## config.mk

```make
export PLATFORM = sky130hd
export DESIGN_NAME = fdc_type_status
export DESIGN_NICKNAME = d
export VERILOG_FILES = /design/src/hw/fdc_regs_pkg.sv /design/src/hw/fdc_type_status.sv
export VERILOG_INCLUDE_DIRS = /design/src /design/src/hw
export SDC_FILE = /design/constraint.sdc
export NUM_CORES = 1
export LEC_CHECK = 0
export ABC_CLOCK_PERIOD_IN_PS = 1300
export BUFFER_PORTS_ARGS = -buffer_cell sky130_fd_sc_hd__buf_2
export CORE_UTILIZATION = 44
export DETAILED_ROUTE_END_ITERATION = 12
export GPL_TIMING_DRIVEN = 0
export PLACE_DENSITY = 0.78
export SYNTH_ARGS = -nofsm -noshare
export SYNTH_HDL_FRONTEND = slang
export SYNTH_SLANG_ARGS = --single-unit
```

## constraint.sdc

```tcl
create_clock -name sys_clk_in -period 1.3 [get_ports sys_clk_in]
set_input_delay 0.39 -clock sys_clk_in [delete_from_list [all_inputs] [get_ports sys_clk_in]]
set_output_delay 0.39 -clock sys_clk_in [all_outputs]
set_load 0.01 [all_outputs]
```

## src/hw/fdc_regs_cfg.svh

```systemverilog
// Offsets, field positions, reset values and timing for the FDC
// drive/media type and main status registers.
// Assumes inclusion by bare name from the package and the design module.
`ifndef FDC_REGS_CFG_SVH
`define FDC_REGS_CFG_SVH

// Register addresses on the 3-bit FDC address (A2..A0)
`define ADDR_DRIVE_MEDIA_TYPE 3'h3
`define ADDR_MAIN_STATUS      3'h4

// Drive/media type register fields
`define DMT_TAPE_LSB      0
`define DMT_EXCH_LSB      2
`define DMT_RSVD_BIT      4
`define DMT_VALID_BIT     5
`define DMT_HD_BIT        6
`define DMT_ED_BIT        7

// Exchange field encodings
`define EXCH_NONE         2'h0
`define EXCH_0_1          2'h1
`define EXCH_0_2          2'h2

// Main status register fields
`define MS_REQ_BIT        7
`define MS_DIR_BIT        6
`define MS_NONDMA_BIT     5
`define MS_CIP_BIT        4

// Reset and ready values
`define MS_RESET_VAL      8'h00
`define MS_READY_VAL      8'h80
`define DMT_RSVD_VAL      1'h1

// Worst-case time to ready after reset, in ns, at a 100 ns clock
`define READY_TIME_NS     2500
`define CLK_PERIOD_NS     100
`define READY_CYCLES      (`READY_TIME_NS / `CLK_PERIOD_NS)

`endif

```

## src/hw/fdc_regs_pkg.sv

```systemverilog
// Types shared by the FDC drive/media type and main status logic.
// Assumes the constants header sits beside it on the include path.
package fdc_regs_pkg;
  `include "fdc_regs_cfg.svh"

  // Operating mode of the drive/media type register
  typedef enum logic [1:0] {
    MODE_COMPAT,
    MODE_MEDIA_SENSE,
    MODE_ENHANCED
  } dmt_mode_t;

  // Initialisation sequencer after any reset
  typedef enum logic [0:0] {
    INIT_WAIT,
    INIT_DONE
  } init_state_t;
endpackage

```

## src/hw/fdc_type_status.sv

```systemverilog
// FDC drive/media type register and main status register.
// Assumes a host read/write strobe on the same clock, controller core
// events as one-cycle pulses, and configuration bits from elsewhere.
`timescale 1ns/1ps

`include "fdc_regs_cfg.svh"

// Limitations and hazards:
// - Compatible-mode type reads return bits 7..2 as zero; the lane
//   enable is shared, so the bus must treat those bits as floating.
// - Reserved exchange code 11 is decoded as no remap, a safe fallback
//   for a value that software must never program.
// - Drive 2 and 3 pins stay low unless four-drive encoding is on,
//   since they need external decode logic to be of use.
// - Busy and command flags favour the set when set and clear meet,
//   so a seek issued in the sense cycle is never lost.
// - Software reset restarts the init counter and clears command
//   status; type fields and pin routing survive it.
// - Media id bits pass two flops, so a media change shows on a
//   type read two to three clocks later.
// - Status needs READY_CYC clocks after any reset before 80h shows.
// - Pins follow the internal selects one clock late.
// - Exchange writes land only in enhanced mode.

module fdc_type_status
  import fdc_regs_pkg::*;
#(
  parameter int READY_CYC = `READY_CYCLES
) (
  // Clock and resets
  input  wire logic       sys_clk_in,
  input  wire logic       rst_in,
  input  wire logic       soft_rst_in,
  // Host register access
  input  wire logic [2:0] addr_in,
  input  wire logic       rd_in,
  input  wire logic       wr_in,
  input  wire logic [7:0] wdata_in,
  output logic      [7:0] rdata_out,
  output logic            rdata_oe_out,
  // Configuration bits
  input  wire logic       function_control_reg_in,
  input  wire logic       aux_setup_config_in,
  input  wire logic       media_sense_cfg_in,
  input  wire logic       four_drive_encoding_in,
  input  wire logic       valid_flag_0_in,
  input  wire logic       valid_flag_1_in,
  // Media sense pins
  input  wire logic       media_sense_in_0,
  input  wire logic       media_sense_in_1,
  // Controller core status and events
  input  wire logic       core_ready_in,
  input  wire logic       core_dir_read_in,
  input  wire logic       nondma_exec_in,
  input  wire logic       ctrl_irq_in,
  input  wire logic       data_xfer_in,
  input  wire logic       cmd_first_in,
  input  wire logic       cmd_end_in,
  input  wire logic       seek_done_in,
  input  wire logic       sense_first_in,
  input  wire logic [1:0] seek_drive_in,
  // Internal drive select and motor signals
  input  wire logic [3:0] drv_sel_int_in,
  input  wire logic [3:0] motor_int_in,
  // Drive pins after exchange, and tape assignment
  output logic            drive_select_out_0,
  output logic            drive_select_out_1,
  output logic            drive_select_out_2,
  output logic            drive_select_out_3,
  output logic            motor_out_0,
  output logic            motor_out_1,
  output logic            motor_out_2,
  output logic            motor_out_3,
  output logic      [1:0] tape_drive_out
);

  // Counter wide enough to hold READY_CYC - 1
  localparam int CW = $clog2(READY_CYC + 1);

  // Whole module state
  typedef struct packed {
    // Two-flop synchronisers for the media sense pins
    logic [1:0]  ms0;
    logic [1:0]  ms1;
    // Host-written type fields
    logic [1:0]  tape_sel;
    logic [1:0]  exch;
    // Initialisation sequencer and its counter
    init_state_t init;
    logic [CW-1:0] cnt;
    // Status flags
    logic        req_hold;
    logic        cip;
    logic [3:0]  busy;
    // Registered read lane
    logic [7:0]  rdata;
    logic        oe;
    // Drive pins after exchange
    logic [3:0]  ds;
    logic [3:0]  mt;
  } state_t;

  // Current and next copies of all state
  state_t st_reg;
  state_t st_next;

  // Mode from the two configuration bits
  // Setup bit wins over the control bit
  function automatic dmt_mode_t mode_of(input logic fc0, input logic asc2);
    if (asc2) begin
      mode_of = MODE_ENHANCED;
    end else if (fc0) begin
      mode_of = MODE_COMPAT;
    end else begin
      mode_of = MODE_MEDIA_SENSE;
    end
  endfunction

  // One-hot decode of a drive number
  function automatic logic [3:0] drv_hot(input logic [1:0] d);
    drv_hot = 4'h1 << d;
  endfunction

  // Exchange remap of one four-wire pin group
  // Codes 00 and reserved 11 leave pins unmapped
  function automatic logic [3:0] exch_map(input logic [1:0] sel,
                                          input logic [3:0] v,
                                          input logic       four);
    exch_map = v;
    if (sel == `EXCH_0_1) begin
      exch_map[0] = v[1];
      exch_map[1] = v[0];
    end else if (sel == `EXCH_0_2) begin
      exch_map[0] = v[2];
    end
    if (!four) begin
      exch_map[3:2] = 2'h0;
    end
  endfunction

  // Decode helpers
  dmt_mode_t   mode;
  // Address hits
  logic        is_dmt;
  logic        is_ms;
  // Assembled read values
  logic        valid_n;
  logic [7:0]  dmt_val;
  logic [7:0]  ms_val;
  // Exchange actually applied and drive decode for seek and sense
  logic [1:0]  eff_exch;
  logic [3:0]  seek_hot;

  // Next state
  always_comb begin
    st_next = st_reg;
    mode = mode_of(function_control_reg_in, aux_setup_config_in);
    is_dmt = (addr_in == `ADDR_DRIVE_MEDIA_TYPE);
    is_ms  = (addr_in == `ADDR_MAIN_STATUS);
    seek_hot = drv_hot(seek_drive_in);

    // Media sense pins through two flops
    // Only the second flop feeds the read value
    st_next.ms0 = {st_reg.ms0[0], media_sense_in_0};
    st_next.ms1 = {st_reg.ms1[0], media_sense_in_1};

    // Valid flag follows the drive being accessed
    // Flags are active low; drive 0 wins if both selects show
    valid_n = 1'h1;
    if (media_sense_cfg_in && drv_sel_int_in[0]) begin
      valid_n = valid_flag_0_in;
    end else if (media_sense_cfg_in && drv_sel_int_in[1]) begin
      valid_n = valid_flag_1_in;
    end
    if (mode == MODE_COMPAT && four_drive_encoding_in) begin
      valid_n = 1'h1;
    end

    // Read value per mode; media id encoded by the sensed pin levels
    // Bit 4 is reserved and reads 1 in enhanced mode
    dmt_val = 8'h00;
    dmt_val[`DMT_TAPE_LSB +: 2] = st_reg.tape_sel;
    if (mode != MODE_COMPAT) begin
      dmt_val[`DMT_ED_BIT]    = st_reg.ms1[1];
      dmt_val[`DMT_HD_BIT]    = st_reg.ms0[1];
      dmt_val[`DMT_VALID_BIT] = valid_n;
    end
    if (mode == MODE_ENHANCED) begin
      dmt_val[`DMT_RSVD_BIT] = `DMT_RSVD_VAL;
      dmt_val[`DMT_EXCH_LSB +: 2] = st_reg.exch;
    end

    // Register writes; exchange field only in enhanced mode
    // Tape select lands in every mode
    if (wr_in && is_dmt) begin
      st_next.tape_sel = wdata_in[`DMT_TAPE_LSB +: 2];
      if (mode == MODE_ENHANCED) begin
        st_next.exch = wdata_in[`DMT_EXCH_LSB +: 2];
      end
    end

    // Initialisation: status holds 00h until the counter expires
    // Counter stops at READY_CYC - 1, so it never wraps
    case (st_reg.init)
      INIT_WAIT: begin
        if (st_reg.cnt == CW'(READY_CYC - 1)) begin
          st_next.init = INIT_DONE;
        end else begin
          st_next.cnt = st_reg.cnt + CW'(1);
        end
      end
      INIT_DONE: begin
        st_next.init = INIT_DONE;
      end
      default: st_next.init = INIT_WAIT;
    endcase

    // Outside non-DMA execution, request drops on each data byte, returns once core ready has dropped and risen again
    // The hold masks the request from the transfer edge until the
    // core shows it has taken or produced the byte
    if (data_xfer_in) begin
      st_next.req_hold = 1'h1;
    end else if (!core_ready_in) begin
      st_next.req_hold = 1'h0;
    end

    // Command in progress; set wins over clear
    // A command that starts and ends in one cycle stays in progress
    if (cmd_first_in) begin
      st_next.cip = 1'h1;
    end else if (cmd_end_in) begin
      st_next.cip = 1'h0;
    end

    // Per-drive busy; set wins over clear
    // A seek in the sense cycle is kept, not lost
    for (int i = 0; i < 4; i++) begin
      if (seek_done_in && seek_hot[i]) begin
        st_next.busy[i] = 1'h1;
      end else if (sense_first_in && seek_hot[i]) begin
        st_next.busy[i] = 1'h0;
      end
    end

    // Status byte, valid at every read
    // Outside non-DMA execution the live transfer strobe also masks the
    // request, so a status read in the transfer cycle already shows it clear
    ms_val = `MS_RESET_VAL;
    if (st_reg.init == INIT_DONE) begin
      if (nondma_exec_in) begin
        ms_val[`MS_REQ_BIT] = ctrl_irq_in;
      end else begin
        ms_val[`MS_REQ_BIT] = core_ready_in && !st_reg.req_hold
          && !data_xfer_in;
      end
      ms_val[`MS_DIR_BIT]    = core_dir_read_in;
      ms_val[`MS_NONDMA_BIT] = nondma_exec_in;
      ms_val[`MS_CIP_BIT]    = st_reg.cip;
      ms_val[3:0]            = st_reg.busy;
    end

    // Read data; compatible mode returns bits 7..2 as zero under the shared lane enable
    // Lane enable is a one-cycle pulse; the bus sees zero otherwise
    st_next.oe = 1'h0;
    st_next.rdata = 8'h00;
    if (rd_in && is_ms) begin
      st_next.rdata = ms_val;
      st_next.oe = 1'h1;
    end else if (rd_in && is_dmt) begin
      st_next.rdata = dmt_val;
      st_next.oe = 1'h1;
    end

    // Drive exchange, ignored with four-drive encoding
    // Same remap for selects and motors keeps each pair together
    eff_exch = four_drive_encoding_in ? `EXCH_NONE : st_reg.exch;
    st_next.ds = exch_map(eff_exch, drv_sel_int_in, four_drive_encoding_in);
    st_next.mt = exch_map(eff_exch, motor_int_in, four_drive_encoding_in);

    // Software reset restarts init and clears command status
    // Type fields and pin routing are left as the host set them
    if (soft_rst_in) begin
      st_next.init = INIT_WAIT;
      st_next.cnt = '0;
      st_next.cip = 1'h0;
      st_next.busy = 4'h0;
      st_next.req_hold = 1'h0;
    end
  end

  // State register
  // Asynchronous reset loads constants only
  always_ff @(posedge sys_clk_in or posedge rst_in) begin
    if (rst_in) begin
      st_reg <= '0;
    end else begin
      st_reg <= st_next;
    end
  end

  // Outputs straight from flops; bits 7..2 driven as zero in compatible mode
  // Host read lane
  assign rdata_out          = st_reg.rdata;
  assign rdata_oe_out       = st_reg.oe;
  // Drive select pins
  assign drive_select_out_0 = st_reg.ds[0];
  assign drive_select_out_1 = st_reg.ds[1];
  assign drive_select_out_2 = st_reg.ds[2];
  assign drive_select_out_3 = st_reg.ds[3];
  // Motor pins
  assign motor_out_0        = st_reg.mt[0];
  assign motor_out_1        = st_reg.mt[1];
  assign motor_out_2        = st_reg.mt[2];
  assign motor_out_3        = st_reg.mt[3];
  // Tape assignment
  assign tape_drive_out     = st_reg.tape_sel;

endmodule

```

======== Yosys cells after proc, flatten, opt, wreduce, memory -nomap -nowiden ========
Index checks and enable logic that the tools add are counted.
storage, ports and cells
  flip-flop bits (word level) ............. 37
  input bits .............................. 43
  output and inout port bits .............. 19
  word-level logic and storage cells ...... 92
cells by class
  add/sub/neg operators ................... 1
  eq/ne operators ......................... 9
  shift-type cells ........................ 1
  mux-type cells .......................... 37
  bitwise logic cells ..................... 1
  reduce and logical (&&, ||, !) cells .... 27
operators with widths
  cell                                                                count
  1-bit two-way mux                                                   24
  9-bit two-way mux                                                   2
  1-bit logical AND                                                   16
  3-bit nonzero test                                                  5
  12-bit two-way mux                                                  1
  5-bit two-way mux                                                   2
  2-bit two-way mux                                                   4
  8-bit two-way mux                                                   1
  3-bit two-way mux                                                   2
  5-bit by 1-bit adder with 5-bit output (second input constant)      1
  5-bit == test (second input constant)                               1
  2-bit == test (second input constant)                               2
  2-bit != test (second input constant)                               2
  2-bit AND reduction                                                 2
  1-bit by 2-bit left shift with 4-bit output (first input constant)  1
  3-bit by 2-bit == test with 1-bit output (second input constant)    1
  3-bit == test (second input constant)                               1
  3-bit by 2-bit != test with 1-bit output (second input constant)    1
  2-bit by 1-bit == test with 1-bit output (second input constant)    1
  1-bit logical NOT                                                   2
  2-bit logical NOT                                                   1
  1-bit case mux with 2 select lines                                  1
  2-bit nonzero test                                                  1
  1-bit inverter                                                      1

======== Logic depth before layout (Yosys ltp) ========
  word-level depth ........................ 8
  depth in mapped cells ................... 4
  mapped depth without buffers ............ 4

======== Least setup slack after synthesis ========
OpenSTA, ideal clock, no wires.
  path kind ............................... register to register
  start ................................... register st_reg[23] in the netlist's numbering
  end ..................................... register st_reg[23] in the netlist's numbering
  setup time .............................. 0.125 ns
  arrival time ............................ 1.232 ns
  data required time ...................... 1.175 ns
  setup slack ............................. -0.056 ns
  stages on the path, launching flop included .. 5
  path buffers ............................ 0
  clock period less this slack ............ 1.356 ns
  cells stage by stage .................... dfrtp_1 -> inv_1 -> ha_1 -> a41oi_2 -> mux2_2
between the ends
  longest elaborated chain between the ends .. 4
  elaborated cells on any way between the ends .. 7
  those cells by class .................... add/sub: 1; eq/ne: 2; mux: 3; reduce/logical: 1
RTL lines
  element                                 line                    source
  start, declared                         fdc_type_status.sv:104  state_t st_reg;
  start signal, assigned                  fdc_type_status.sv:297  st_reg <= st_next;
  5-bit by 1-bit adder with 5-bit output  fdc_type_status.sv:209  st_next.cnt = st_reg.cnt + CW'(1);
  5-bit two-way mux                       fdc_type_status.sv:206  if (st_reg.cnt == CW'(READY_CYC - 1)) begin
  5-bit two-way mux                       fdc_type_status.sv:204  case (st_reg.init)
  12-bit two-way mux                      fdc_type_status.sv:282  if (soft_rst_in) begin
Parallel ways exist; a longest one is shown, timed or not. The select of a mux whose other input is x is not followed.
A chain may end at the register's enable or synchronous reset.

======== Worst setup path after layout ========
  start ................................... register st_reg, in the netlist rdata_out[2]
  end ..................................... output rdata_out[2]
RTL lines
  element        line                   source
  end, declared  fdc_type_status.sv:39  output logic [7:0] rdata_out,
No word-level cell between the ends.

==> results.md <==
- Status: finished, final reports clean
- Post-cts hold buffer count: 0
- Final Hold Viols: 0
- Top cells by count, synth: dfrtp_1, nor2_1, buf_4, inv_1
- I/O pin cnt: 62
- Max-Cap Viols: 0
- Max FFs per register: 16
- Initial antenna violation count: 0
- Crit-path cells: buf_4 -> buf_6
- RD Place Congestion: 0.785
- PortBufs: 57
- Crit Path Class: flip-flop to primary output
- Number of flops mapped to enable cells by yosys: 0
- Clk_skew: 0.00780 ns
- Yosys top cell area share: 55.7%
- Post-Syn Instances: 141
- DRT iter0 DRCs: 31
- Largest area contributor in the netlist: dfrtp_1
- Achievable frequency: 0.786 GHz
- Clock latency on the worst-skew pair: 0.29 ns
- Post-synthesis simple-gate area fraction: 16.1%
- Grt ovf: 0
- DRC: 0
- Chip height: 63.5 um
- Reg clk slew, reported paths: 0.07 ns
- Crit path arrival time: 0.88 ns
- CTS tree: done
- Fin crit share: 97.8%
- CP required: 0.91 ns
- Setup WS pre-CTS: -0.390 ns
- Post-synthesis sequential area ratio: 55.7%
- Lkg Pwr: 0.00111 uW
- Worst Setup Start Kind: flip-flop
- Post-Synth XOR/XNOR Area: 1.05%
- Yosys reg bits: 37
- Final nets: 251
- Final setup margin: 0.0281 ns
- DIE AREA: 0.00403 mm^2
- Final worst path period need: 1.27 ns
- TritonCTS Buffers: 5
- Crit path capture type: primary output
- Top post-synthesis cells by area: dfrtp_1, buf_4, a22o_1, nor2_1, nand2b_1
- Power Dens Cells: 1220 mW/mm^2
- Vias in the first global route: 1109
- Antenna cell count: 0
- Drt via density: 4.92
- Cell variety after synth: 39
- Row count: 21
- VDD IR max: 0.554 mV
- Mean Syn Cell Area: 11.8 um^2
- Synth Net Count: 186
- Largest net degree at the start of global routing: 38
- Die X: 63.5 um
- Compound-Gate Fraction of Synth Area: 13.2%
- Async set or reset register ratio after synthesis: 100%
- RSZ-0062 raised after global routing: no
- Slew @ Worst Pin: 0.743 ns
- Slowest-stage cell, CP: dfrtp_1
- Post-DP HPWL: 2310 um
- Finish-stage setup viols: 0
- Max clock buf depth: 2
- Core area: 0.00347 mm^2
- Rel. slew slack: 50.4%
- Slew Limit Fails: 0
- Hold WS: 0.203 ns
- First-pass GRT wire length: 5050 um
- Area Overhead vs Synth: 32.8%
- Gr usage total: 16.9%
- YS warnings: 0
- Vias: 1244
- Final wirelength: 3100 um
- Worst Hold Class: input port to flip-flop
- Mapped Area: 0.00166 mm^2
- Share of layout cells above drive strength 1: 44.9%
- CTS Root Buffer Type: clkbuf_8
- H-tree depth: 2
- Post-synthesis adder-cell area fraction: 1.51%
- Clk sinks: 37
- Most numerous cell in the Yosys netlist: dfrtp_1
- Multiplexer area fraction after synthesis: 5.80%
- Initial Util: 47.9%
- Antenna Nets Post-Route: 0
- Detailed Routing Iterations Pass 1: 4
- Power Total: 2700 uW
- Top_reg_cell synth: dfrtp_1
- Crit-path max FO: 1
- Drt wl/cell: 12.2 um
- Max stage delay on crit path: 0.37 ns
- Largest family of logic cells by synthesized area: simple AND/OR/NAND/NOR gates
- Fill cells: 310
## where the power goes
group	internal (uW)	switching [uW]
clock	573	398
sequential	1240	66.9
combinational	229	190
total	2040	655
## cell type report
class,count,area (um^2),share of cell area (%)
clock inverters,3,46.3,2.10
clock buffers,5,68.8,3.12
inverters,8,33.8,1.53
multi-input cells,85,638,28.9
plain buffers,6,42.5,1.93
well taps,46,57.6,2.61
repair buffers,63,393,17.8
flip-flops and latches,37,927,42.0
## final timing paths
kind,from,end,slack [ns],cells past startpoint
worst max-delay path,rdata_out[2],rdata_out[2],0.03,2
worst min-delay path,media_sense_in_0,st_next[36],0.20,1
worst max register to register,st_reg[24],st_reg[23],0.04,4
worst min register to register,st_next[36],st_reg[36],0.35,0
max in group asynchronous,rst_in,st_reg[29],0.64,2
min in group asynchronous,rst_in,st_next[34],0.22,2
## cell usage in the layout (no fill, tap or decap), types with 5 or more instances in the layout
| cell | instances |
|---|---|
| buf_4 | 11 |
| nor2_1 | 13 |
| and2_1 | 5 |
| dfrtp_1 | 36 |
| inv_1 | 6 |
| buf_2 | 48 |
| clkbuf_8 | 5 |
| a21oi_1 | 6 |
| nand2_1 | 7 |
| nand2b_1 | 6 |
| a22o_1 | 7 |
| buf_6 | 10 |
## cell families after synthesis
kind of cell	count (synthesis)
compound gates	27
xor+xnor	2
buf+inv	19
mux	8
fa+ha+maj	2
simple gates	46
flops	37
## worst max-delay path, delay by kind of cell, from the launching register on
family,cells,cell delay (ns)
flops,1,0.37
buf+inv,2,0.24
## per-layer routing
| layer | routed length [um] | track usage, % | up-vias | share of wire (%) |
|---|---|---|---|---|
| met2 | 1520 | 26.5 | 36 | 49 |
| met1 | 1340 | 20.6 | 583 | 43 |
| met4 | 60 | 7.67 | 0 | 1.9 |
| met5 | 0 | 0 | - | 0 |
| li1 | - | - | 620 | - |
| met3 | 170 | 6.16 | 5 | 5.5 |
## per-stage QoR
stage	setup TNS, ns	instances	instance area, um^2	util (%)
6_report	0	253	2210	63.6
5_1_grt	0	253	2210	63.6
4_1_cts	-0.00450	253	2160	62.4
3_5_place_dp	-14.71	244	2000	57.8
3_3_place_gp	-14.33	244	2000	57.8
2_1_floorplan	0	141	1660	-
## timing repair
action | in CTS | in global routing
endpoints found under the setup margin | 42 | 10
pin swaps | 1 | 1
endpoints found under the hold margin | 0 | 0
gates resized for setup | 8 | 7
buffers inserted | 3 | 3
No activity file was read; power rests on OpenSTA's default activity.
